`src/memory_map_defs.svh`:
```
// Address map constants for the external memory map decoder.
// Assumes a 32-bit byte address space and the bus size codes below.
`ifndef MEMORY_MAP_DEFS_SVH
`define MEMORY_MAP_DEFS_SVH

// Region base addresses; boot PROM, exchange memory and RAM end at their coded size and reach the next base only at code 7
`define BOOT_PROM_BASE  32'h0000_0000
`define XPROM_BASE      32'h0100_0000
`define EXCH_BASE       32'h01f0_0000
`define SYSREG_BASE     32'h01f8_0000
`define RAM_BASE        32'h0200_0000
`define XRAM_BASE       32'h0400_0000
`define IO_BASE         32'h1000_0000
`define XIO_BASE        32'h1400_0000
`define XGEN_BASE       32'h8000_0000

// Smallest sizes; a 3-bit size code doubles them per step
`define PROM_MIN_SIZE   32'h0002_0000
`define EXCH_MIN_SIZE   32'h0000_1000
`define RAM_MIN_TOTAL   32'h0004_0000
`define RAM_BLK_SHIFT   5'h0f

// Bus size codes
`define SZ_BYTE         2'h0
`define SZ_WORD         2'h2

// Bus-ready time-out, in system clock cycles
`define READY_TIMEOUT   256

`endif

```
`src/memory_map_pkg.sv`:
```
// Types shared by the memory map decoder and its surroundings.
// Assumes the constants header is included alongside.
package memory_map_pkg;

  typedef enum logic [3:0] {
    RGN_NONE, RGN_BOOT, RGN_XPROM, RGN_EXCH, RGN_SYS,
    RGN_RAM, RGN_XRAM, RGN_IO, RGN_XIO, RGN_XGEN
  } region_t;

  typedef enum logic [1:0] {ERR_NONE, ERR_ILLEGAL, ERR_SIZE, ERR_TIMEOUT} err_t;

  typedef struct packed {
    logic [31:0] addr;
    logic [1:0]  size;
    logic        write;
    logic [31:0] wdata;
  } req_t;

  typedef struct packed {
    logic done;
    err_t err;
  } resp_t;

endpackage

```
`src/memory_map_decoder.sv`:
```
// Address decoder and access checker for the external address space.
// Assumes one request at a time from the integer unit, held with req_valid
// until req_ready; config inputs are static while an access runs.
`timescale 1ns/1ns
`include "memory_map_defs.svh"

// Summary of operation
// - Boot PROM at address zero, size 128K to 16M by code.
// - Narrow PROM: no parity, no EDAC, byte writes only.
// - Wide PROM: parity and EDAC always, word writes only.
// - Extended PROM from 0x01000000, up to 15M, same width options.
// - Exchange memory from 0x01F00000, 4K to 512K, word writes only.
// - System registers window 0x01F80000, parity, word access only.
// - Main RAM from 0x02000000, eight equal blocks, all sizes.
// - Extended RAM from 0x04000000, up to 192M.
// - Four I/O areas at 16M steps from 0x10000000, parity optional.
// - Extended I/O from 0x14000000, up to 1728M.
// - Extended general from 0x80000000, no parity, all sizes.
// - Narrow PROM uses a latched byte-lane address per fetched byte.
// - Unmapped addresses are caught and flagged illegal.
// - Ready-completed regions time out after 256 cycles.
// - Data parity line carries odd parity over 32 data bits.
module memory_map_decoder
  import memory_map_pkg::*;
#(
  parameter int RAM_BLOCKS = 8
) (
  // Clock and reset
  input  wire logic        core_clk,
  input  wire logic        rstn,
  // Access request and answer
  input  wire logic        req_valid,
  input  wire req_t        req,
  output logic             req_ready,
  output resp_t            resp,
  // Static configuration
  input  wire logic        narrow_prom_select_n,
  input  wire logic [2:0]  prom_size_code,
  input  wire logic [2:0]  exch_size_code,
  input  wire logic [2:0]  ram_size_code,
  input  wire logic        ram_parity_en,
  input  wire logic        ram_edac_en,
  input  wire logic        exch_parity_en,
  input  wire logic        exch_edac_en,
  input  wire logic        io_parity_en,
  // External bus ready
  input  wire logic        external_ready_n,
  // Chip selects
  output logic             prom_select_n,
  output logic             exchange_mem_select_n,
  output logic [9:0]       ram_bank_select_n,
  output logic [3:0]       io_area_select_n,
  output logic             ext_area_select_n,
  // Narrow PROM lane and data protection
  output logic [1:0]       byte_lane,
  output logic             data_parity_line,
  output logic             parity_active,
  output logic             edac_active
);

  typedef enum logic {ST_IDLE, ST_BUSY} state_t;

  ////////////////////////////////////////////////////////////////////////////
  // Reset release through two flops
  logic rst_meta;
  logic rst_sync;
  always_ff @(posedge core_clk or negedge rstn) begin
    if (!rstn) begin
      rst_meta <= 1'b0;
      rst_sync <= 1'b0;
    end else begin
      rst_meta <= 1'b1;
      rst_sync <= rst_meta;
    end
  end

  ////////////////////////////////////////////////////////////////////////////
  // Address decode
  region_t     region;
  logic [2:0]  blk_idx;
  logic [31:0] ram_off;
  logic [31:0] prom_lim;
  logic [31:0] exch_lim;
  logic [31:0] ram_lim;
  logic        narrow;
  logic        size_bad;
  logic        accept;
  logic        par_en;
  logic        edac_en;
  logic        wait_rdy;

  assign prom_lim = `PROM_MIN_SIZE << prom_size_code;
  assign exch_lim = `EXCH_MIN_SIZE << exch_size_code;
  assign ram_lim  = `RAM_MIN_TOTAL << ram_size_code;
  assign ram_off  = req.addr - `RAM_BASE;
  assign narrow   = !narrow_prom_select_n;
  assign accept   = req_valid && req_ready;

  // First match wins; gaps fall through to RGN_NONE
  always_comb begin
    region  = RGN_NONE;
    blk_idx = 3'h0;
    if (req.addr < `BOOT_PROM_BASE + prom_lim) begin
      region = RGN_BOOT;
    end else if (req.addr >= `XPROM_BASE && req.addr < `EXCH_BASE) begin
      region = RGN_XPROM;
    end else if (req.addr >= `EXCH_BASE && req.addr < `EXCH_BASE + exch_lim) begin
      region = RGN_EXCH;
    end else if (req.addr >= `SYSREG_BASE && req.addr < `RAM_BASE) begin
      region = RGN_SYS;
    end else if (req.addr >= `RAM_BASE && ram_off < ram_lim) begin
      region  = RGN_RAM;
      blk_idx = 3'(ram_off >> (`RAM_BLK_SHIFT + 5'(ram_size_code)));
    end else if (req.addr >= `XRAM_BASE && req.addr < `IO_BASE) begin
      region = RGN_XRAM;
    end else if (req.addr >= `IO_BASE && req.addr < `XIO_BASE) begin
      region = RGN_IO;
    end else if (req.addr >= `XIO_BASE && req.addr < `XGEN_BASE) begin
      region = RGN_XIO;
    end else if (req.addr >= `XGEN_BASE) begin
      region = RGN_XGEN;
    end
  end

  // Width policy and protection per region
  always_comb begin
    size_bad = 1'b0;
    par_en   = 1'b0;
    edac_en  = 1'b0;
    wait_rdy = 1'b0;
    unique case (region)
      RGN_BOOT, RGN_XPROM: begin
        wait_rdy = (region == RGN_XPROM);
        if (narrow) begin
          size_bad = req.write && req.size != `SZ_BYTE;
        end else begin
          // wide PROM, parity and EDAC forced
          size_bad = req.write && req.size != `SZ_WORD;
          par_en   = 1'b1;
          edac_en  = 1'b1;
        end
      end
      RGN_EXCH: begin
        size_bad = req.write && req.size != `SZ_WORD;
        par_en   = exch_parity_en || exch_edac_en;
        edac_en  = exch_edac_en;
        wait_rdy = 1'b1;
      end
      RGN_SYS: begin
        size_bad = req.size != `SZ_WORD;
        par_en   = 1'b1;
      end
      RGN_RAM, RGN_XRAM: begin
        par_en   = ram_parity_en || ram_edac_en;
        edac_en  = ram_edac_en;
        wait_rdy = (region == RGN_XRAM);
      end
      RGN_IO, RGN_XIO: begin
        par_en   = io_parity_en;
        wait_rdy = (region == RGN_XIO);
      end
      RGN_XGEN: wait_rdy = 1'b1;
      RGN_NONE: size_bad = 1'b0;
      default:  size_bad = 1'b0;
    endcase
  end

  ////////////////////////////////////////////////////////////////////////////
  // Access sequencer
  state_t     st;
  state_t     next_st;
  logic [7:0] timer;
  logic [7:0] next_timer;
  logic [1:0] last_lane;
  logic [1:0] next_last_lane;
  logic       multi;
  logic       next_multi;
  logic       waits;
  logic       next_waits;
  logic       next_req_ready;
  resp_t      next_resp;
  logic       next_prom_select_n;
  logic       next_exchange_mem_select_n;
  logic [9:0] next_ram_bank_select_n;
  logic [3:0] next_io_area_select_n;
  logic       next_ext_area_select_n;
  logic [1:0] next_byte_lane;
  logic       next_data_parity_line;
  logic       next_parity_active;
  logic       next_edac_active;
  logic       beat;

  assign beat = !waits || !external_ready_n;

  always_comb begin
    next_st                    = st;
    next_timer                 = timer;
    next_last_lane             = last_lane;
    next_multi                 = multi;
    next_waits                 = waits;
    next_resp                  = '{done: 1'b0, err: ERR_NONE};
    next_prom_select_n         = prom_select_n;
    next_exchange_mem_select_n = exchange_mem_select_n;
    next_ram_bank_select_n     = ram_bank_select_n;
    next_io_area_select_n      = io_area_select_n;
    next_ext_area_select_n     = ext_area_select_n;
    next_byte_lane             = byte_lane;
    next_data_parity_line      = data_parity_line;
    next_parity_active         = parity_active;
    next_edac_active           = edac_active;
    unique case (st)
      ST_IDLE: begin
        if (accept) begin
          next_parity_active = par_en;
          next_edac_active   = edac_en;
          next_data_parity_line = par_en && req.write && !(^req.wdata);
          if (region == RGN_NONE) begin
            next_resp = '{done: 1'b1, err: ERR_ILLEGAL};
          end else if (size_bad) begin
            next_resp = '{done: 1'b1, err: ERR_SIZE};
          end else if (region == RGN_SYS) begin
            next_resp = '{done: 1'b1, err: ERR_NONE};
          end else begin
            next_prom_select_n         = !(region == RGN_BOOT || region == RGN_XPROM);
            next_exchange_mem_select_n = !(region == RGN_EXCH);
            next_ext_area_select_n     = !(region == RGN_XRAM || region == RGN_XIO ||
                                           region == RGN_XGEN);
            if (region == RGN_RAM) begin
              next_ram_bank_select_n[blk_idx] = 1'b0;
            end
            if (region == RGN_IO) begin
              next_io_area_select_n[req.addr[25:24]] = 1'b0;
            end
            // narrow reads walk the byte lanes
            next_byte_lane = req.addr[1:0];
            next_last_lane = req.addr[1:0] + ((req.size == `SZ_BYTE) ? 2'h0 :
                             (req.size == `SZ_WORD - 2'h1) ? 2'h1 : 2'h3);
            next_multi = narrow && !req.write &&
                         (region == RGN_BOOT || region == RGN_XPROM);
            next_waits = wait_rdy;
            next_timer = 8'h00;
            next_st    = ST_BUSY;
          end
        end
      end
      ST_BUSY: begin
        if (beat && multi && byte_lane != last_lane) begin
          next_byte_lane = byte_lane + 2'h1;
          next_timer     = 8'h00;
        end else if (beat || timer == 8'(`READY_TIMEOUT - 1)) begin
          next_resp = '{done: 1'b1, err: beat ? ERR_NONE : ERR_TIMEOUT};
          next_prom_select_n         = 1'b1;
          next_exchange_mem_select_n = 1'b1;
          next_ram_bank_select_n     = '1;
          next_io_area_select_n      = '1;
          next_ext_area_select_n     = 1'b1;
          next_st                    = ST_IDLE;
        end else begin
          next_timer = timer + 8'h01;
        end
      end
    endcase
    next_req_ready = (next_st == ST_IDLE);
  end

  // State registers; all outputs come from here
  always_ff @(posedge core_clk or negedge rst_sync) begin
    if (!rst_sync) begin
      st                    <= ST_IDLE;
      timer                 <= 8'h00;
      last_lane             <= 2'h0;
      multi                 <= 1'b0;
      waits                 <= 1'b0;
      req_ready             <= 1'b0;
      resp                  <= '{done: 1'b0, err: ERR_NONE};
      prom_select_n         <= 1'b1;
      exchange_mem_select_n <= 1'b1;
      ram_bank_select_n     <= '1;
      io_area_select_n      <= '1;
      ext_area_select_n     <= 1'b1;
      byte_lane             <= 2'h0;
      data_parity_line      <= 1'b0;
      parity_active         <= 1'b0;
      edac_active           <= 1'b0;
    end else begin
      st                    <= next_st;
      timer                 <= next_timer;
      last_lane             <= next_last_lane;
      multi                 <= next_multi;
      waits                 <= next_waits;
      req_ready             <= next_req_ready;
      resp                  <= next_resp;
      prom_select_n         <= next_prom_select_n;
      exchange_mem_select_n <= next_exchange_mem_select_n;
      ram_bank_select_n     <= next_ram_bank_select_n;
      io_area_select_n      <= next_io_area_select_n;
      ext_area_select_n     <= next_ext_area_select_n;
      byte_lane             <= next_byte_lane;
      data_parity_line      <= next_data_parity_line;
      parity_active         <= next_parity_active;
      edac_active           <= next_edac_active;
    end
  end
endmodule

```
`config.mk`:
```
export PLATFORM = sky130hd
export DESIGN_NAME = memory_map_decoder
export DESIGN_NICKNAME = d
export VERILOG_FILES = /design/src/memory_map_pkg.sv /design/src/memory_map_decoder.sv
export VERILOG_INCLUDE_DIRS = /design/src
export SDC_FILE = /design/constraint.sdc
export NUM_CORES = 1
export LEC_CHECK = 0
export ABC_AREA = 1
export BUFFER_PORTS_ARGS = -buffer_cell sky130_fd_sc_hd__buf_2
export CAP_MARGIN = 30
export CORE_AREA = 2 2 94 96
export DETAILED_ROUTE_END_ITERATION = 10
export DIE_AREA = 0 0 96 98
export PLACE_DENSITY = 0.85
export SKIP_LAST_GASP = 1
export SLEW_MARGIN = 25
export SYNTH_ARGS = -nofsm -noshare
export SYNTH_HDL_FRONTEND = slang
export SYNTH_SLANG_ARGS = --single-unit
```
`constraint.sdc`:
```
create_clock -name core_clk -period 1.1 [get_ports core_clk]
set_input_delay 0.055 -clock core_clk [delete_from_list [all_inputs] [get_ports core_clk]]
set_output_delay 0.055 -clock core_clk [all_outputs]
set_load 0.02 [all_outputs]
```
==> flow_summary.json, run 1 <==
{
  "timing.rr.end": "timer[7]",
  "wl_met2_um": 7490,
  "fmax_mhz": 411,
  "wl_um": 14700,
  "wl_met1_um": 5350,
  "rsz0062_at_grt": "true",
  "clkTransAtPathRegs_ns": 0.09,
  "rrSetupSlack_ns": -0.91,
  "slew_headroom": 0.667,
  "grt_pass1_vias": 5052,
  "fin_crit_sh": 2.21,
  "synth_cell_types": 37,
  "ios": 112,
  "finalSetupViolCount": 38,
  "final_cell_mix": "nand2_1 (166), buf_4 (120), buf_2 (91), inv_1 (49), nand3_1 (34)",
  "ir_worst_vdd_mv": 0.829,
  "synth_area_leaders": "nand2_1 (18%), dfrtp_1 (15%), dfstp_2 (11%)",
  "grt_remaining_overflow": 0,
  "tns_ns": -44.91,
  "htree_levels": 2,
  "grt_pass1_wl_um": 22000,
  "first_pass_iters": 6,
  "yosysWarnings": 0,
  "row_count": 34,
  "violations": "setup timing",
  "worst-slew-pin-transition_ns": 0.497,
  "ys_ff_latch": 40,
  "p_per_area_mw_per_mm2": 1620,
  "path_class": "in2reg",
  "end_kind": "register",
  "drv_slew": 0,
  "cts.path.max_buffers": 2,
  "start_kind": "input pin",
  "cts_sinks": 40,
  "worst_slack_ns": -1.34,
  "syn-instance-count": 590,
  "fin_skew_ns": 0.0129,
  "arrival_ns": 2.63,
  "dp_hpwl_um": 9240,
  "clock_latency_ns": 0.32,
  "drt-initial-drc-count": 441,
  "die_w_um": 96,
  "synth.top_cell.area_share": 0.183,
  "post-place-ws_ns": -1.53,
  "reg2reg_from": "timer[0]",
  "highest_layer": "met4",
  "grt_max_degree": 39,
  "cts-root-buf": "clkbuf_8",
  "syn_area_per_cell_um2": 6.73,
  "num_antenna_cells": 0,
  "die_h_um": 98,
  "core-area_mm2": 0.00847,
  "antenna_found_initial": 0,
  "startpoint": "ram_size_code[2]",
  "ant_nets": 0,
  "critPathRequiredTime_ns": 1.30,
  "cap_violations": 0,
  "route.met3.wl_um": 1060,
  "crit_fanout": 7,
  "rr_worst_depth": 13,
  "hold_path.class": "in2async",
  "syn_nets": 704,
  "period_needed_ns": 2.44,
  "drc": 0,
  "dieArea_mm2": 0.00941,
  "numPortBuffers": 105,
  "seq_area_frac_synth": 0.257,
  "yosysTopAreaCell": "nand2_1",
  "hold_viol": 0,
  "drive_gt1_frac": 0.444,
  "place_congestion": 0.897,
  "syn2layout_area_growth_pct": 54.4,
  "leakage_nw": 3.19,
  "avgRoutedWirePerCell_um": 15.9,
  "grt_use_total": 0.290,
  "vias_per_cell": 5.61,
  "start_util": 0.469,
  "vias": 5208,
  "status": "finished, violations left",
  "cts_tree": "done",
  "nets": 933,
  "numCtsBuffers": 5,
  "syn_area_mm2": 0.00397,
  "layout_commonest_cell": "nand2_1"
}
==> where the power goes <==
group | switching, W | internal (W) | total [W] | leakage [nW]
Sequential | 0.000370 | 0.00215 | 0.00252 | 0.479
Combinational | 0.00354 | 0.00256 | 0.00610 | 2.66
Clock | 0.000617 | 0.000684 | 0.00130 | 0.0548
==> Yosys cell counts (all sizes together) <==
library cell,count
nor3,4
a21o,1
nand3,46
a21oi,18
nor3b,1
dfrtp,24
nand4,26
and2b,1
conb,1
xnor2,29
o21a,1
ha,28
or2,8
a211oi,1
o2111ai,2
inv,63
dfstp,16
o21ai,37
buf,6
nand3b,3
nand2,207
nor2,54
xor2,9
clkbuf,4
==> how the worst max path moves through the flow <==
| stage | depth (start not counted) | slack [ns] | to |
|---|---|---|---|
| 2_1_floorplan | 22 | -1.21 | byte_lane[1] |
| 5_1_grt | 23 | -1.51 | timer[7] |
| 4_1_cts | 24 | -1.08 | prom_select_n |
| 3_3_place_gp | 22 | -1.35 | timer[6] |
| 6_report | 21 | -1.34 | timer[7] |
| 3_5_place_dp | 24 | -1.53 | timer[5] |
==> sequential cells by signal, summed over array words and instances (netlist names), 2 cells and up <==
register / cells
timer: 8
last_lane: 2
ram_bank_select_n: 9
byte_lane: 2
io_area_select_n: 4
resp: 3
==> what timing repair did <==
item,CTS,global route
hold buffers,1,0
buffers inserted,7,13
setup endpoints to repair,38,50
endpoints found under the hold margin,2,0
pin swaps,27,33
gates cloned,4,0
gates resized for setup,41,56
==> critical path, cell delays in order <==
cell and delay [ns]:
buf_2 0.19, buf_4 0.14, nand2_1 0.05, ha_1 0.30, nand2_1 0.09, nand3b_1 0.13
nor2_1 0.13, nand3_1 0.15, inv_2 0.11, nand2_4 0.08, nand3b_1 0.14, nand2_4 0.11
nand2_8 0.12, nor2_4 0.06, nand2_4 0.10, nand2_4 0.07, nor2_4 0.16, buf_12 0.16
nand2_8 0.08, nand2_1 0.12, o21ai_1 0.10
==> stage by stage <==
stage | hold WS [ns] | total power [W] | instances | util | cell area [um2]
floorplan | -0.241 | 0.00538 | 590 | - | 4060
global placement | -0.159 | 0.00710 | 897 | 0.644 | 5450
detailed placement | -0.158 | 0.00731 | 897 | 0.644 | 5450
CTS | 0.0579 | 0.00914 | 917 | 0.692 | 5850
global route | 0.0750 | 0.0104 | 928 | 0.724 | 6130
finish | 0.0431 | 0.00992 | 928 | 0.724 | 6130
==> area by class of cell <==
type,count,area [um2]
clock inverters,3,46.3
clock buffers,5,68.8
well taps,108,135
repair buffers,228,1590
fillers,570,2340
inverters,63,241
multi-input cells,481,3020
flip-flops and latches,40,1020
==> cell families after synthesis <==
kind of cell / count (synthesis) / share of synthesized area
other: 1 / 0.000945
buffers and inverters: 73 / 0.0766
adder cells (fa/ha/maj): 28 / 0.0883
AO/OA/AOI/OAI: 60 / 0.0794
flip-flops: 40 / 0.257
AND/OR/NAND/NOR: 350 / 0.414
XOR/XNOR: 38 / 0.0839
==> routing by layer <==
metal	global-route usage	vias to the layer above
met2	0.515	318
met4	0.151	0
li1	-	2376
met3	0.0486	94
met5	0	-
met1	0.325	2420
No activity file was read; power rests on OpenSTA's default activity.
==> inputs of run 2 (changes only) <==
--- a/config.mk
+++ b/config.mk
@@ -9,10 +9,10 @@
 export ABC_AREA = 1
 export BUFFER_PORTS_ARGS = -buffer_cell sky130_fd_sc_hd__buf_2
 export CAP_MARGIN = 30
-export CORE_AREA = 2 2 94 96
+export CORE_AREA = 2 2 97 99
 export DETAILED_ROUTE_END_ITERATION = 10
-export DIE_AREA = 0 0 96 98
-export PLACE_DENSITY = 0.85
+export DIE_AREA = 0 0 99 101
+export PLACE_DENSITY = 0.81
 export SKIP_LAST_GASP = 1
 export SLEW_MARGIN = 25
 export SYNTH_ARGS = -nofsm -noshare
==> flow_summary.json, run 2 (synthesized netlist as in run 1, its figures left out) <==
{
  "status": "finished, violations left",
  "violations": "setup timing",
  "end_kind": "register",
  "regArea_mm2": 0.00102,
  "rsz0062_at_grt": "true",
  "drv_slew": 0,
  "fin_skew_ns": 0.00996,
  "num_antenna_cells": 0,
  "rr_worst_depth": 11,
  "ir_worst_vdd_mv": 0.804,
  "rrSetupSlack_ns": -0.78,
  "period_needed_ns": 2.22,
  "nets": 927,
  "switching_share": 0.465,
  "switchingPower_w": 0.00432,
  "drc": 0,
  "clock_power_share": 0.106,
  "finalSetupViolCount": 39,
  "layout_commonest_cell": "nand2_1",
  "reg2reg_from": "timer[1]",
  "first_pass_iters": 7,
  "grt_remaining_overflow": 0,
  "arrival_ns": 2.46,
  "nFillCells": 661,
  "ant_nets": 0,
  "numPortBuffers": 105,
  "critPathRequiredTime_ns": 1.33,
  "grt_pass1_wl_um": 20500,
  "clkTransAtPathRegs_ns": 0.08,
  "place_congestion": 0.891,
  "clock_latency_ns": 0.31,
  "fmax_mhz": 450,
  "dieArea_mm2": 0.0100,
  "core-area_mm2": 0.00898,
  "p_comb_frac": 0.617,
  "wl_um": 13500,
  "vias_per_cell": 5.36,
  "dpl_cell_area_mm2": 0.00537,
  "worst_slack_ns": -1.12,
  "fin_crit_sh": 2.02,
  "grt_use_total": 0.247,
  "p_int_w": 0.00498,
  "avgRoutedWirePerCell_um": 14.6,
  "crit_fanout": 9,
  "power_frac_seq": 0.278,
  "multi_input_area_mm2": 0.00310,
  "crit_end": "timer[2]",
  "hold_viol": 0,
  "die_h_um": 101,
  "drt-initial-drc-count": 293,
  "hold_path.class": "in2async",
  "startpoint": "ram_size_code[0]",
  "htree_levels": 2,
  "start_util": 0.442,
  "leakage_nw": 3.16,
  "die_w_um": 99,
  "final_cell_mix": "nand2_1 (159), buf_4 (109), buf_2 (100), inv_1 (45)",
  "largest_reg_flops": 9,
  "cap_violations": 0,
  "row_count": 35,
  "syn2layout_area_growth_pct": 54.1,
  "cts-root-buf": "clkbuf_8",
  "vias": 4962,
  "numCtsBuffers": 5,
  "cts_tree": "done",
  "final_core_utilization": 0.681,
  "start_kind": "input pin",
  "grt_pass1_vias": 4668,
  "dp_hpwl_um": 8960,
  "grt_max_degree": 39,
  "timing.rr.end": "prom_select_n",
  "path_class": "in2reg",
  "largest_registers": "ram_bank_select_n: 9 flops, timer: 8 flops, io_area_select_n: 4 flops",
  "antenna_found_initial": 0,
  "holdWs_ns": 0.0725,
  "cts.path.max_buffers": 2,
  "design_area_mm2": 0.00611,
  "fin_cells": 925,
  "cts_sinks": 40,
  "drive_gt1_frac": 0.463,
  "top_register": "ram_bank_select_n",
  "p_per_area_mw_per_mm2": 1520,
  "numPlacedInstances": 891,
  "ios": 112
}
==> run 2: cell types whose count changed in the layout (fill, tap and decap cells not counted), moves of 3 or more <==
cell	before	now
buf_12	5	1
buf_2	91	100
nor2_1	31	28
nand2_1	166	159
nor2_4	13	17
inv_2	12	16
inv_1	49	45
buf_4	120	109
nand2_2	27	33
==> run 2: area by class of cell <==
cell class,count,share of cell area
clock buffers,7,0.0125
well taps,111,0.0227
multi-input cells,478,0.507
repair buffers,225,0.250
clock inverters,1,0.000818
inverters,63,0.0395
flip-flops and latches,40,0.167
==> run 2: worst min-delay path by stage <==
| stage | endpoint | slack (ns) |
|---|---|---|
| finish | rst_meta | 0.07 |
| global route | rst_meta | 0.08 |
| CTS | rst_sync | 0.06 |
| detailed placement | rst_meta | -0.15 |
| global placement | rst_meta | -0.16 |
| floorplan | rst_meta | -0.24 |
==> run 2: metrics by stage <==
stage	setup TNS [ns]	worst slack [ns]	total power (W)
final	-39.00	-1.12	0.00931
after global routing	-45.07	-1.29	0.00988
after CTS	-35.91	-0.997	0.00852
after detailed placement	-50.46	-1.43	0.00717
after global placement	-48.21	-1.36	0.00698
after floorplan	-41.19	-1.21	0.00538
==> run 2: worst max-delay path, cell delays in order <==
cell and delay, ns:
buf_6 0.10, buf_6 0.12, nor2_4 0.13, nand2_1 0.07
ha_1 0.29, nand2_2 0.08, inv_1 0.05, a21oi_2 0.14
nand3_2 0.10, nand2_2 0.11, nand2_4 0.07, nand3_4 0.08
buf_4 0.12, nand3_4 0.11, nor2_8 0.15, nand2_4 0.06
nand3_4 0.13, nand2_8 0.11, nand2_8 0.11, buf_8 0.13
nand2_1 0.05, o21ai_1 0.07
==> run 2: what timing repair did <==
item	4_1_cts	5_1_grt
hold buffers	1	0
gates resized for setup	55	68
hold endpoints to repair	2	0
endpoints found under the setup margin	38	41
setup buffers	15	11
pin swaps	44	45
gates cloned	2	0
==> run 2: power groups by stage <==
| stage | logic (W) | clock network (W) | registers (W) |
|---|---|---|---|
| after global routing | 0.00623 | 0.00104 | 0.00262 |
| after floorplan | 0.00240 | 0 | 0.00298 |
| after global placement | 0.00448 | 0 | 0.00249 |
| after CTS | 0.00507 | 0.000951 | 0.00251 |
| after detailed placement | 0.00466 | 0 | 0.00252 |
| final | 0.00574 | 0.000983 | 0.00258 |
==> run 2: routing by layer <==
metal  wire, um  vias up  GRT usage  part of all wire
li1           -     2358          -                 -
met1       5100     2282      0.290              0.38
met2       7070      268      0.459              0.52
met3        831       54     0.0284             0.061
met4        537        0     0.0906             0.040
met5          0        -          0                 0
